[config.mk]
export PLATFORM = sky130hd
export DESIGN_NAME = aux_command_decoder
export DESIGN_NICKNAME = d
export VERILOG_FILES = /design/src/include/aux_cmd_pkg.sv /design/src/rtl/aux_cmd_onehot.sv /design/src/rtl/aux_command_decoder.sv
export SDC_FILE = /design/constraint.sdc
export NUM_CORES = 1
export LEC_CHECK = 0
export BUFFER_PORTS_ARGS = -buffer_cell sky130_fd_sc_hd__buf_4
export CAP_MARGIN = 10
export CORE_ASPECT_RATIO = 1.4
export CORE_UTILIZATION = 55
export CTS_BUF_LIST = sky130_fd_sc_hd__clkbuf_8
export DETAILED_ROUTE_END_ITERATION = 8
export PLACE_DENSITY = 0.88
export SETUP_SLACK_MARGIN = 0.1
export SLEW_MARGIN = 20
export SYNTH_ARGS = -nofsm -noshare
export SYNTH_HDL_FRONTEND = slang
export SYNTH_SLANG_ARGS = --single-unit
[constraint.sdc]
create_clock -name mclk -period 2.45 [get_ports mclk]
set_input_delay 0.1225 -clock mclk [delete_from_list [all_inputs] [get_ports mclk]]
set_output_delay 0.1225 -clock mclk [all_outputs]
set_load 0.005 [all_outputs]
[src/include/aux_cmd_pkg.sv]
package aux_cmd_pkg;

	////////////////////////////////////////////////////////////////////////////
	// command port placement and field layout
	localparam logic [8:0] CMD_PORT_OFFSET = 9'h11b;
	localparam int CTRL_MSB = 7;
	localparam int CTRL_LSB = 5;
	localparam int DATA_MSB = 4;
	localparam int DATA_LSB = 0;

	////////////////////////////////////////////////////////////////////////////
	// control codes: execute, or select a hidden register
	localparam logic [2:0] CTRL_EXEC = 3'h0;
	localparam logic [2:0] SEL_COUNTER = 3'h1;
	localparam logic [2:0] SEL_PP_CONFIG = 3'h3;
	localparam logic [2:0] SEL_CONFIG_A = 3'h4;
	localparam logic [2:0] SEL_CONFIG_B = 3'h5;
	localparam logic [2:0] SEL_CONFIG_E = 3'h6;

	////////////////////////////////////////////////////////////////////////////
	// immediate command codes
	localparam logic [4:0] CMD_PON = 5'h00;
	localparam logic [4:0] CMD_PP_CLEAR = 5'h01;
	localparam logic [4:0] CMD_CHIP_RESET = 5'h02;
	localparam logic [4:0] CMD_FINISH_HS = 5'h03;
	localparam logic [4:0] CMD_TRIGGER = 5'h04;
	localparam logic [4:0] CMD_RETURN_LOCAL = 5'h05;
	localparam logic [4:0] CMD_SEND_EOI = 5'h06;
	localparam logic [4:0] CMD_NON_VALID = 5'h07;
	localparam logic [4:0] CMD_PP_SET = 5'h09;
	localparam logic [4:0] CMD_VALID = 5'h0f;
	localparam logic [4:0] CMD_GO_STANDBY = 5'h10;
	localparam logic [4:0] CMD_TAKE_ASYNC = 5'h11;
	localparam logic [4:0] CMD_TAKE_SYNC = 5'h12;
	localparam logic [4:0] CMD_LISTEN = 5'h13;
	localparam logic [4:0] CMD_SC_DISABLE = 5'h14;
	localparam logic [4:0] CMD_IFC_CLEAR = 5'h16;
	localparam logic [4:0] CMD_REN_CLEAR = 5'h17;
	localparam logic [4:0] CMD_TAKE_SYNC_END = 5'h1a;
	localparam logic [4:0] CMD_LISTEN_CONT = 5'h1b;
	localparam logic [4:0] CMD_LOCAL_UNLISTEN = 5'h1c;
	localparam logic [4:0] CMD_EXEC_PP = 5'h1d;
	localparam logic [4:0] CMD_IFC_SET = 5'h1e;
	localparam logic [4:0] CMD_REN_SET = 5'h1f;

	localparam logic [31:0] ONE = 32'h0000_0001;
	localparam logic [31:0] IMPL_MASK =
		(ONE << CMD_PON) | (ONE << CMD_PP_CLEAR) | (ONE << CMD_CHIP_RESET) | (ONE << CMD_FINISH_HS) |
		(ONE << CMD_TRIGGER) | (ONE << CMD_RETURN_LOCAL) | (ONE << CMD_SEND_EOI) | (ONE << CMD_NON_VALID) |
		(ONE << CMD_PP_SET) | (ONE << CMD_VALID) | (ONE << CMD_GO_STANDBY) | (ONE << CMD_TAKE_ASYNC) |
		(ONE << CMD_TAKE_SYNC) | (ONE << CMD_LISTEN) | (ONE << CMD_SC_DISABLE) | (ONE << CMD_IFC_CLEAR) |
		(ONE << CMD_REN_CLEAR) | (ONE << CMD_TAKE_SYNC_END) | (ONE << CMD_LISTEN_CONT) |
		(ONE << CMD_LOCAL_UNLISTEN) | (ONE << CMD_EXEC_PP) | (ONE << CMD_IFC_SET) | (ONE << CMD_REN_SET);

	////////////////////////////////////////////////////////////////////////////
	// reset values
	localparam logic [4:0] CONFIG_RST = 5'h00;
	localparam logic [4:0] COUNTER_RST = 5'h08;

endpackage

[src/rtl/aux_cmd_onehot.sv]
module aux_cmd_onehot (
	input wire logic [4:0] code, // command field
	output logic [31:0] onehot, // one bit per implemented command
	output logic known // code is an implemented command
);
	import aux_cmd_pkg::*;

	genvar i;
	generate
		for (i = 0; i < 32; i++) begin : g_bit
			assign onehot[i] = (code == 5'(i)) && IMPL_MASK[i]; // [RL17]
		end
	endgenerate

	assign known = |onehot;

endmodule // aux_cmd_onehot

[src/rtl/aux_command_decoder.sv]
// Overview of operation
// [RL1] write-only byte port: control bits, command bits
// [RL2] control zero executes selected special function
// [RL3] nonzero control loads selected hidden register
// [RL4] port is sole write path, five registers
// [RL5] 00 pon, 02 chip reset, 03 finish
// [RL6] 04 trigger, 05 local, 06 send EOI
// [RL7] 07 non-valid, 0F valid, release handshake
// [RL8] 01 clears, 09 sets parallel poll flag
// [RL9] 11, 12, 1A take control variants
// [RL10] 10 standby, 1D poll, 14 drop system-control
// [RL11] 13 listen, 1B continuous, 1C local unlisten
// [RL12] 1E asserts IFC, 16 releases it
// [RL13] 1F asserts REN, 17 releases it
// [RL14] read at port returns pass-through byte
// [RL15] chip reset clears A,B,E; counter eight
// [RL16] functions idle after reset until pon
// [RL17] unimplemented command codes change nothing
// [RL18] accepted command gives one-cycle pulse
module aux_command_decoder (
	input wire logic mclk, // 200 MHz clock
	input wire logic sys_rst, // sync reset, high
	input wire logic [8:0] reg_addr, // register offset
	input wire logic reg_wr, // write strobe
	input wire logic reg_rd, // read strobe
	input wire logic [7:0] reg_wdata, // write byte
	input wire logic [7:0] cpt_data, // pass-through byte from bus logic
	output logic [7:0] reg_rdata, // read byte, one cycle later
	output logic [31:0] cmd_pulse, // command pulses by code
	output logic [4:0] aux_config_a, // hidden register a
	output logic [4:0] aux_config_b, // hidden register b
	output logic [4:0] aux_config_e, // hidden register e
	output logic [4:0] parallel_poll_config, // parallel poll register
	output logic [4:0] internal_counter_config, // clock counter register
	output logic local_pp_flag, // local parallel poll flag
	output logic ifc_assert, // drive interface clear
	output logic ren_assert, // drive remote enable
	output logic idle_hold, // functions held idle
	output logic transceiver_mode_clear // pulse: clear both mode bits
);
	import aux_cmd_pkg::*;

	typedef struct packed {
		logic [7:0] rdata;
		logic [31:0] pulse;
		logic [4:0] cfg_a;
		logic [4:0] cfg_b;
		logic [4:0] cfg_e;
		logic [4:0] ppc;
		logic [4:0] counter;
		logic pp_flag;
		logic ifc;
		logic ren;
		logic hold;
		logic trm_clr;
	} state_t;

	state_t st_ff;
	state_t nxt_st;
	logic wr_hit;
	logic rd_hit;
	logic [2:0] ctrl;
	logic [4:0] data;
	logic [31:0] dec_onehot;
	logic dec_known;

	////////////////////////////////////////////////////////////////////////////
	// port decode
	assign wr_hit = reg_wr && (reg_addr == CMD_PORT_OFFSET); // [RL1]
	assign rd_hit = reg_rd && (reg_addr == CMD_PORT_OFFSET); // [RL14]
	assign ctrl = reg_wdata[CTRL_MSB:CTRL_LSB]; // [RL1]
	assign data = reg_wdata[DATA_MSB:DATA_LSB]; // [RL1]

	aux_cmd_onehot u_onehot (
		.code(data),
		.onehot(dec_onehot),
		.known(dec_known)
	);

	////////////////////////////////////////////////////////////////////////////
	// next state
	always_comb begin
		nxt_st = st_ff;
		nxt_st.pulse = '0;
		nxt_st.rdata = '0;
		nxt_st.trm_clr = 1'b0;
		if (rd_hit) begin
			nxt_st.rdata = cpt_data; // [RL14]
		end
		if (wr_hit && (ctrl == CTRL_EXEC) && dec_known) begin
			// one pulse per command, pon through take-control and listen [RL5] [RL6] [RL7] [RL9] [RL10] [RL11]
			nxt_st.pulse = dec_onehot; // [RL2] [RL18]
			case (data)
				CMD_PON: begin
					nxt_st.hold = 1'b0; // [RL16]
				end
				CMD_CHIP_RESET: begin
					nxt_st.cfg_a = CONFIG_RST; // [RL15]
					nxt_st.cfg_b = CONFIG_RST; // [RL15]
					nxt_st.cfg_e = CONFIG_RST; // [RL15]
					nxt_st.counter = COUNTER_RST; // [RL15]
					nxt_st.trm_clr = 1'b1; // [RL15]
					nxt_st.pp_flag = 1'b0;
					nxt_st.ifc = 1'b0;
					nxt_st.ren = 1'b0;
					nxt_st.hold = 1'b1; // [RL16]
				end
				CMD_PP_CLEAR: begin
					nxt_st.pp_flag = 1'b0; // [RL8]
				end
				CMD_PP_SET: begin
					nxt_st.pp_flag = 1'b1; // [RL8]
				end
				CMD_IFC_SET: begin
					nxt_st.ifc = 1'b1; // [RL12]
				end
				CMD_IFC_CLEAR: begin
					nxt_st.ifc = 1'b0; // [RL12]
				end
				CMD_REN_SET: begin
					nxt_st.ren = 1'b1; // [RL13]
				end
				CMD_REN_CLEAR: begin
					nxt_st.ren = 1'b0; // [RL13]
				end
				default: begin
				end
			endcase
		end else if (wr_hit) begin
			// hidden registers loaded only from here; chip reset above also clears a, b, e and sets counter to eight [RL4]
			case (ctrl)
				SEL_CONFIG_A: nxt_st.cfg_a = data; // [RL3]
				SEL_CONFIG_B: nxt_st.cfg_b = data; // [RL3]
				SEL_CONFIG_E: nxt_st.cfg_e = data; // [RL3]
				SEL_PP_CONFIG: nxt_st.ppc = data; // [RL3]
				SEL_COUNTER: nxt_st.counter = data; // [RL3]
				default: begin
				end
			endcase
		end
	end

	////////////////////////////////////////////////////////////////////////////
	// state register
	always_ff @(posedge mclk) begin
		if (sys_rst) begin
			st_ff <= '0;
			st_ff.counter <= COUNTER_RST; // [RL15]
			st_ff.hold <= 1'b1; // [RL16]
		end else begin
			st_ff <= nxt_st;
		end
	end

	assign reg_rdata = st_ff.rdata;
	assign cmd_pulse = st_ff.pulse;
	assign aux_config_a = st_ff.cfg_a;
	assign aux_config_b = st_ff.cfg_b;
	assign aux_config_e = st_ff.cfg_e;
	assign parallel_poll_config = st_ff.ppc;
	assign internal_counter_config = st_ff.counter;
	assign local_pp_flag = st_ff.pp_flag;
	assign ifc_assert = st_ff.ifc;
	assign ren_assert = st_ff.ren;
	assign idle_hold = st_ff.hold;
	assign transceiver_mode_clear = st_ff.trm_clr;
endmodule // aux_command_decoder

### Word level (Yosys, flattened, before mapping)

Cells that the tools add are included.
W data, S select, Z words.

| operators by class | value |
|---|---|
| mux-type cells | 15 |
| equal/unequal tests | 29 |
| bitwise operators | 2 |
| reductions and logical operators | 30 |

Operator list:

| operator | number |
|---|---|
| $eq A5 B5 Y1 const B | 13 |
| $mux W5 | 7 |
| $mux W15 | 2 |
| $mux W25 | 1 |
| $reduce_or A23 Y1 | 1 |
| $eq A5 B3 Y1 const B | 4 |
| $reduce_bool A2 Y1 | 9 |
| $reduce_and A3 Y1 | 5 |
| $eq A5 B2 Y1 const B | 2 |
| $eq A5 B4 Y1 const B | 2 |
| $reduce_or A2 Y1 | 5 |
| $eq A3 B3 Y1 const B | 3 |
| $eq A9 B9 Y1 const B | 1 |
| $pmux W1 S2 | 4 |
| $reduce_and A2 Y1 | 4 |
| $eq A5 B1 Y1 const B | 1 |
| $logic_not A5 Y1 | 1 |
| $logic_and A1 B1 Y1 | 4 |
| $eq A3 B1 Y1 const B | 1 |
| $eq A3 B2 Y1 const B | 1 |
| $logic_not A3 Y1 | 1 |
| $ne A2 B2 Y1 const B | 1 |
| $not A1 Y1 | 2 |
| $mux W1 | 1 |

| storage, ports and cells | value |
|---|---|
| logic and storage cells | 89 |
| input port bits | 29 |
| output and inout bits | 70 |
| register bits after elaboration | 70 |

### Logic depth before layout (Yosys ltp)

Gate-level depths: netlist of run 1.

| logic depth | value |
|---|---|
| depth in word-level cells | 6 |
| gate-level depth with buffers | 7 |
| depth with buffers taken out | 4 |

### Hierarchy

A second synthesis of run 1 with hierarchy kept.

| unflattened totals | value |
|---|---|
| cell total of the unflattened synthesis | 311 |
| area total of the unflattened synthesis | 2841.5 sq um |

By module, submodules not included:

| module | area an instance (sq um) | cells each | times used | sequential area each (sq um) |
|---|---|---|---|---|
| aux_command_decoder | 2537.4 | 254 | 1 | 1401.3 |
| aux_cmd_onehot | 304.0 | 57 | 1 | 0.0 |

### Worst setup path after synthesis of run 1

No wires, ideal clock.

| timing path | value |
|---|---|
| path type | input to register |
| from | input port reg_wdata[4] |
| to | register st_ff, in the netlist aux_config_e[1] |
| data required time | 2316 ps |
| stages on the path | 6 |
| path buffers | 2 |
| setup time | 134 ps |
| arrival time | 1309 ps |
| slack | 1006 ps |
| cells stage by stage | buf_2 or3_1 buf_2 o31a_1 o211ai_2 o41ai_2 |

| between the ends | value |
|---|---|
| word-level cells in the longest chain between the ends | 5 |
| elaborated cells on any way between the ends | 30 |
| classes of those cells | 23 x eq/ne; 1 x mux; 6 x reduce/logical |

RTL lines:

| element | RTL line | source |
|---|---|---|
| start: declaration | aux_command_decoder.sv:26 | `input wire logic [7:0] reg_wdata,` |
| $eq A5 B1 Y1, or another cell as far along | aux_cmd_onehot.sv:11 | `assign onehot[i] = (code == 5'(i)) && IMPL_MASK[i];` |
| $reduce_or A23 Y1 | aux_cmd_onehot.sv:15 | `assign known = \|onehot;` |
| $logic_and A1 B1 Y1 | aux_command_decoder.sv:90 | `if (wr_hit && (ctrl == CTRL_EXEC) && dec_known) begin` |
| $ne A2 B2 Y1 (no line) / $reduce_bool A2 Y1 (equally long branches) | n/a |  |
| $reduce_and A3 Y1 (no line) | n/a |  |
| end signal: assignment | aux_command_decoder.sv:151 | `st_ff <= nxt_st;` |
| end: declaration | aux_command_decoder.sv:58 | `state_t st_ff;` |

Several ways; a longest one is shown, not always the timed one.
A chain may end at the register's enable or synchronous reset.

### Worst setup path in the final report of run 1

| timing path | value |
|---|---|
| from | input port reg_addr[5] |
| to | register st_ff, in the netlist cmd_pulse[1] |

| between the ends | value |
|---|---|
| word-level cells in the longest chain between the ends | 6 |

RTL lines:

| element | RTL line | source |
|---|---|---|
| start: declaration | aux_command_decoder.sv:23 | `input wire logic [8:0] reg_addr,` |
| $eq A9 B9 Y1 | aux_command_decoder.sv:69 | `assign wr_hit = reg_wr && (reg_addr == CMD_PORT_OFFSET);` |
| $logic_and A1 B1 Y1 | aux_command_decoder.sv:69 |  |
| $logic_and A1 B1 Y1 (2 in series) | aux_command_decoder.sv:90 |  |
| $not A1 Y1 (no line) | n/a |  |
| $reduce_or A2 Y1 (no line) | n/a |  |

No other way between the ends.

==> results of run 1 <==
==> kinds of logic (layout without fill, tap and decap cells) <==
logic type	count (synthesis)	in the layout	share of synthesized area, %
multiplexers	5	5	1.872
AO/OA/AOI/OAI	62	62	16.52
AND/OR/NAND/NOR	115	115	27.98
flip-flops	60	60	44.92
other	1	9	0.1402
buffers and inverters	45	126	8.563
==> cell type report <==
type	count	area (um^2)	area share [%]
clock buffer	12	165.2	4.620
clock inverter	3	37.54	1.050
inverter	9	33.78	0.9450
multi-input combinational	191	1274	35.63
sequential	60	1201	33.60
tap	62	77.57	2.170
timing repair buffer	102	785.8	21.98
==> Yosys cell counts, types with 4 or more instances <==
master	number	area share (%)
mux2i_1	5	1.9
nor2b_1	5	1.2
buf_4	11	3.1
inv_1	9	1.3
nand4_1	15	3.5
and2_1	10	2.3
nand2_1	9	1.3
or2_2	4	0.94
buf_2	15	2.8
nand2b_1	6	1.4
nor2_1	11	1.5
dfxtp_1	60	45
o21ai_0	11	2.1
a21oi_1	20	3.7
nor3_1	10	1.9
nor4_1	17	4.0
o31ai_1	7	2.0
nand3_1	10	1.9
clkbuf_1	10	1.4
==> state kept, by name, indices dropped and copies added, names as in the netlist <==
signal / count
aux_config_a: 5
aux_config_b: 5
aux_config_e: 5
reg_rdata: 8
idle_hold: 1
cmd_pulse: 23
local_pp_flag: 1
internal_counter_config: 5
ifc_assert: 1
ren_assert: 1
parallel_poll_config: 5
==> cell usage in the layout (no fill, tap or decap), types with 3 or more instances in the layout <==
| master | instances |
|---|---|
| a211o_1 | 3 |
| a21oi_1 | 20 |
| a31oi_1 | 3 |
| and2_1 | 10 |
| buf_4 | 94 |
| clkbuf_8 | 12 |
| conb_1 | 9 |
| dfxtp_1 | 60 |
| dlygate4sd3_1 | 8 |
| inv_1 | 11 |
| mux2i_1 | 5 |
| nand2_1 | 9 |
| nand2b_1 | 6 |
| nand3_1 | 10 |
| nand4_1 | 15 |
| nor2_1 | 11 |
| nor2b_1 | 5 |
| nor3_1 | 10 |
| nor4_1 | 17 |
| o21ai_0 | 11 |
| o31ai_1 | 7 |
| or2_2 | 4 |
| or3_1 | 3 |
==> worst max-delay path, stage by stage <==
cell and delay [ns]:
buf_4 0.12, nand2b_1 0.29, nor3_2 0.27, nand4_1 0.33
buf_4 0.31, nor4_1 0.28
==> per-layer routing <==
metal,global-route usage (%),share of wire (%),wire (um)
met1,35.72,37,2749
met2,51.15,53,3916
met3,8.320,5.7,427
met4,20.04,4.7,352
met5,0,0,0
==> power groups by stage <==
| stage | Sequential (mW) | Combinational [mW] | Clock (mW) |
|---|---|---|---|
| after global placement | 0.997 | 0.156 | 0 |
| after global routing | 0.975 | 0.190 | 0.951 |
| after CTS | 0.976 | 0.171 | 0.895 |
| after detailed placement | 0.997 | 0.159 | 0 |
| after floorplan | 0.997 | 0.111 | 0 |
| final | 0.976 | 0.176 | 0.900 |
==> how the worst min path moves through the flow <==
stage,startpoint,end,cells after the start
floorplan,cpt_data[0],reg_rdata[0],1
global placement,cpt_data[6],reg_rdata[6],2
detailed placement,cpt_data[0],reg_rdata[0],2
CTS,reg_wdata[1],parallel_poll_config[1],3
global route,reg_wdata[1],parallel_poll_config[1],3
finish,reg_wdata[1],parallel_poll_config[1],3
==> results by group, run 1 <==
Run status
  • Status: finished clean

Timing
  • Fin. max-slew vios: 0
  • Post-Route Setup TNS: 0 ns
  • Normalized max-slew margin: 51.38%
  • Final min period: 1.490 ns
  • Worst-Margin Slew: 0.7237 ns
  • Final Setup Violations: 0
  • Final Hold Viols: 0
  • Setup WS post-layout: 0.9596 ns
  • Setup Skew: 0 ns
  • RSZ-0062 raised after global routing: false
  • Post-route clock period utilization: 60.83%
  • Hold Slack: 0.09128 ns
  • Fmax: 670.9 MHz

Floorplanning
  • Die Ht: 84.50 um
  • I/O pins: 99
  • Row cnt: 29
  • DIE WIDTH: 60.93 um
  • Initial Util: 58.02%
  • Core area: 4608 um^2
  • Die ar.: 5148 um^2

Power
  • Total power: 2.051 mW
  • P_sw: 469.5 uW
  • Worst-case vdd ir drop: 611.1 uV
  • Pwr dens: 573.8 nW/um^2
  • Clk pwr share: 43.9%
  • Int Power: 1.582 mW
  • Leak: 1.429 nW
  • Register share of total power: 47.6%
  • Sw Share: 22.89%
  • Combinational share of power: 8.6%

Place
  • Placed Cells: 416
  • Setup slack after placement: 0.6831 ns
  • Port Buf Inserts: 89
  • Dpl hpwl: 4848 um
  • Placer Congestion: 0.8924
  • Post-DP Area: 3292 um^2

Finish
  • Final nets: 402
  • Share of cells above drive strength 1: 32.89%
  • Final core occ: 77.57%
  • Final Cell Area: 3575 um^2
  • Layout area overhead: 33.69%
  • Fillers: 334
  • Ant diodes: 0
  • Post-Layout Cell Count: 439

Route
  • Pre-antenna DRT Iters: 4
  • Initial drt markers: 137
  • Remaining antenna violation count: 0
  • Routed WL: 7445 um
  • # DRC: 0
  • Via Count: 2600
  • WL/cell: 16.96 um
  • Via/cell ratio: 5.923

Yosys
  • Ys async rst share: 0%
  • Syn Inst Count: 288
  • Ys Warns: 0
  • Syn Area/Cell: 9.284 um^2
  • Mapped Area: 2674 um^2
  • Synth cell types: 49
  • Post-synthesis sequential area ratio: 44.92%
  • Number of flops mapped to enable cells by yosys: 0
  • Top_reg_cell synth: dfxtp_1
  • Flops & latches, synth: 60

Global routing
  • Vias in the first global route: 2420
  • Remaining global-route overflow: 0
  • Largest net degree at the start of global routing: 44
  • First-pass GRT wire length: 11900 um
  • Gr usage total: 31.68%
  • Initial antenna violation count: 0

Worst setup path
  • CP startpoint kind: primary input
  • CP max FO: 14
  • Worst R2R Path Depth: 3
  • CP startpoint: reg_addr[5]
  • CP endpoint kind: register
  • Register-to-register setup slack: 1.61 ns
  • WP data arrival: 1.73 ns
  • R2r startpoint: internal_counter_config[1]
  • Critical path type: in -> reg
  • RR Endpoint: internal_counter_config[1]
  • Req. time, crit path: 2.69 ns
  • Worst Setup EP: cmd_pulse[1]

CTS
  • Clock root buffer: clkbuf_8
  • Number of CTS-inserted buffers: 9
  • CTS clk-pin slew, worst paths: 0.06 ns
  • Post-CTS resize count: 0
  • Clk_lat worst skew: 0.33 ns
  • CTS tree: yes
  • Clk buf depth: 2
  • Hold bufs inserted after CTS: 8
  • Htree depth: 3
  • Clk sinks: 60
  • Setup bufs post-CTS: 0

Worst hold path
  • Worst min path class: in -> reg

Run
  • Max-cap violations: 0
(Power assumes the default switching activity.)
==> run 2, diff against run 1 <==
--- a/config.mk
+++ b/config.mk
@@ -8,10 +8,10 @@
 export BUFFER_PORTS_ARGS = -buffer_cell sky130_fd_sc_hd__buf_4
 export CAP_MARGIN = 10
 export CORE_ASPECT_RATIO = 1.4
-export CORE_UTILIZATION = 55
+export CORE_UTILIZATION = 51
 export CTS_BUF_LIST = sky130_fd_sc_hd__clkbuf_8
 export DETAILED_ROUTE_END_ITERATION = 8
-export PLACE_DENSITY = 0.88
+export PLACE_DENSITY = 0.82
 export SETUP_SLACK_MARGIN = 0.1
 export SLEW_MARGIN = 20
 export SYNTH_ARGS = -nofsm -noshare
==> constraint.sdc (replaced) <==
create_clock -name mclk -period 1.5 [get_ports mclk]
set_input_delay 0.075 -clock mclk [delete_from_list [all_inputs] [get_ports mclk]]
set_output_delay 0.075 -clock mclk [all_outputs]
set_load 0.005 [all_outputs]
==> results by group, run 2 (synthesized netlist as in run 1, its figures left out) <==
Power
  • Pwr dens: 839.5 nW/um^2 (+46%)
  • Total power: 3.138 mW (+53%)
  • Worst-case vdd ir drop: 699.8 uV (+15%)
  • Combinational share of power: 10.2% (+1.6 points)
  • Clk pwr share: 39.1% (-4.8 points)
  • Sw Share: 25.01% (+2.1 points)
  • Leak: 1.531 nW (+7.2%)
  • Register share of total power: 50.8% (+3.2 points)
  • Int Power: 2.353 mW (+49%)
  • P_sw: 784.6 uW (+67%)

CTS
  • Clk_lat worst skew: 0.34 ns (about the same)
  • Clk sinks: 60 (unchanged)
  • Post-CTS resize count: 0 (unchanged)
  • Htree depth: 3 (unchanged)
  • CTS clk-pin slew, worst paths: 0.06 ns (about the same)
  • Clock root buffer: clkbuf_8
  • Number of CTS-inserted buffers: 9 (unchanged)
  • Hold bufs inserted after CTS: 8 (unchanged)
  • Clk buf depth: 2 (unchanged)
  • Setup bufs post-CTS: 0 (unchanged)
  • CTS tree: yes

Timing
  • RSZ-0062 raised after global routing: false
  • Setup Skew: 0 ns (unchanged)
  • Fin. max-slew vios: 0 (unchanged)
  • Final min period: 1.263 ns
  • Fmax: 791.7 MHz
  • Final Hold Viols: 0 (unchanged)
  • Post-route clock period utilization: 84.21%
  • Final Setup Violations: 0 (unchanged)

Finish
  • Fillers: 384 (+15%)
  • Post-Layout Cell Count: 466 (+6.2%)
  • Final nets: 426 (+6.0%)
  • Commonest non-fill, non-tap cell in the layout: buf_4
  • Commonest cells after routing, fill and taps aside: 117 x buf_4, 60 x dfxtp_1, 20 x a21oi_1, 17 x nor4_1, 15 x nand4_1
  • Max FFs per register: 23 (unchanged)
  • Ant diodes: 0 (unchanged)
  • Register area: 1201 um^2 (unchanged)
  • Area of the multi-input gates: 1274 um^2 (unchanged)
  • Layout area overhead: 39.78%
  • Share of cells above drive strength 1: 37.06% (+4.2 points)

Route
  • Via Count: 2632 (+1.2%)
  • Initial drt markers: 192 (+40%)
  • Remaining antenna violation count: 0 (unchanged)
  • Via/cell ratio: 5.648 (-4.6%)
  • Routed WL: 7205 um (-3.2%)
  • WL/cell: 15.46 um (-8.8%)
  • Pre-antenna DRT Iters: 4 (unchanged)
  • # DRC: 0 (unchanged)

Worst setup path
  • CP startpoint kind: primary input
  • CP startpoint: reg_addr[6]
  • Worst Setup EP: local_pp_flag
  • Req. time, crit path: 1.74 ns (-0.95 ns)
  • Crit-path leading delay family: simple AND/OR/NAND/NOR gates
  • Stages on the worst setup path: 7 (+1)
  • Crit path top cell by count: buf_4
  • Critical path type: in -> reg
  • WP data arrival: 1.50 ns (-0.23 ns)
  • Worst Path Buf+Inv: 3 (+1)
  • CP max stage delay: 0.38 ns (+0.05 ns)
  • RR Endpoint: aux_config_b[1]
  • CP max FO: 5 (-9)
  • R2r startpoint: aux_config_b[1]
  • CP endpoint kind: register
  • Crit-path slowest cell: nor4_1
  • Worst path cell trace: buf_4 -> nand4bb_1 -> buf_4 -> nor4_1 -> buf_4 -> nand3_1 -> o41ai_1
  • Register-to-register setup slack: 0.72 ns (-0.89 ns)
  • Worst R2R Path Depth: 3 (unchanged)

Floorplanning
  • Initial Util: 53.96% (-4.1 points)
  • Die ar.: 5541 um^2 (+7.6%)
  • Core area: 4955 um^2 (+7.5%)
  • DIE WIDTH: 63.20 um (+3.7%)
  • Row cnt: 30 (+3.4%)
  • I/O pins: 99 (unchanged)
  • Die Ht: 87.68 um (+3.8%)

Worst hold path
  • Worst min path class: in -> reg
  • Worst min-delay path startpoint: reg_wdata[2]
  • Hold path cells: 3 (unchanged)

Global routing
  • Vias in the first global route: 2425 (+0.21%)
  • Remaining global-route overflow: 0 (unchanged)
  • First-pass GRT wire length: 11460 um (-3.7%)
  • Largest net degree at the start of global routing: 28 (-36%)
  • Initial antenna violation count: 0 (unchanged)
  • Gr usage total: 26.92% (-4.8 points)

Run status
  • Status: finished clean

Place
  • Dpl hpwl: 5142 um (+6.1%)
  • Port Buf Inserts: 89 (unchanged)
  • Placer Congestion: 0.8952 (+0.31%)
  • Placed Cells: 442 (+6.3%)

Run
  • Max-cap violations: 0 (unchanged)
==> run 2: changes by cell type in the layout (fill, tap and decap cells not counted) <==
cell,delta
buf_4,+23
clkbuf_8,-2
buf_12,+1
bufinv_16,-1
clkinv_2,+2
clkinvlp_4,+2
==> run 2: power by group through the flow <==
stage	combinational (mW)	sequential, mW	clock (mW)
2_1_floorplan	0.181	1.63	0
3_3_place_gp	0.288	1.63	0
3_5_place_dp	0.293	1.63	0
4_1_cts	0.312	1.59	1.23
5_1_grt	0.342	1.59	1.32
6_report	0.318	1.59	1.23
==> run 2: per-layer routing <==
layer  track usage [%]  vias up  wire length (um)
met5                 0        -                 0
met4             13.02        0               223
met3             6.510       22               335
met2             50.15      104              3926
met1             28.27     1243              2720
li1                  -     1263                 -
==> run 2: area by class of cell <==
| class | instances | share of cell area [%] |
|---|---|---|
| Inverter | 9 | 0.9039 |
| Timing Repair Buffer | 126 | 26.18 |
| Clock inverter | 6 | 0.8704 |
| Tap cell | 64 | 2.143 |
| Clock buffer | 10 | 3.683 |
| Multi-Input combinational cell | 191 | 34.08 |
| Sequential cell | 60 | 32.14 |
==> run 2: worst reg2reg max path: cells and delay by family (launching register included) <==
| family | cells | cell delay, ns |
|---|---|---|
| DFF | 1 | 0.35 |
| AOI/OAI and AO/OA | 2 | 0.32 |
| buffers and inverters | 1 | 0.05 |
==> run 2: metrics by stage <==
stage          hold WS [ns]  instance area, um^2  worst slack (ns)  util (%)  setup TNS, ns
3_3_place_gp         0.2765                 3487          -0.05125     70.38       -0.05125
4_1_cts             0.03527                 3737            0.2748     75.43              0
2_1_floorplan        0.1967                 2704            0.1040         -              0
6_report            0.03169                 3737            0.2369     75.43              0
5_1_grt             0.02871                 3737            0.2227     75.43              0
3_5_place_dp         0.2796                 3487          -0.05185     70.38        -0.1366
==> run 2: worst min path at each step <==
| stage | endpoint |
|---|---|
| finish | parallel_poll_config[2] |
| global route | parallel_poll_config[2] |
| CTS | parallel_poll_config[2] |
| detailed placement | reg_rdata[1] |
| global placement | reg_rdata[7] |
| floorplan | reg_rdata[0] |
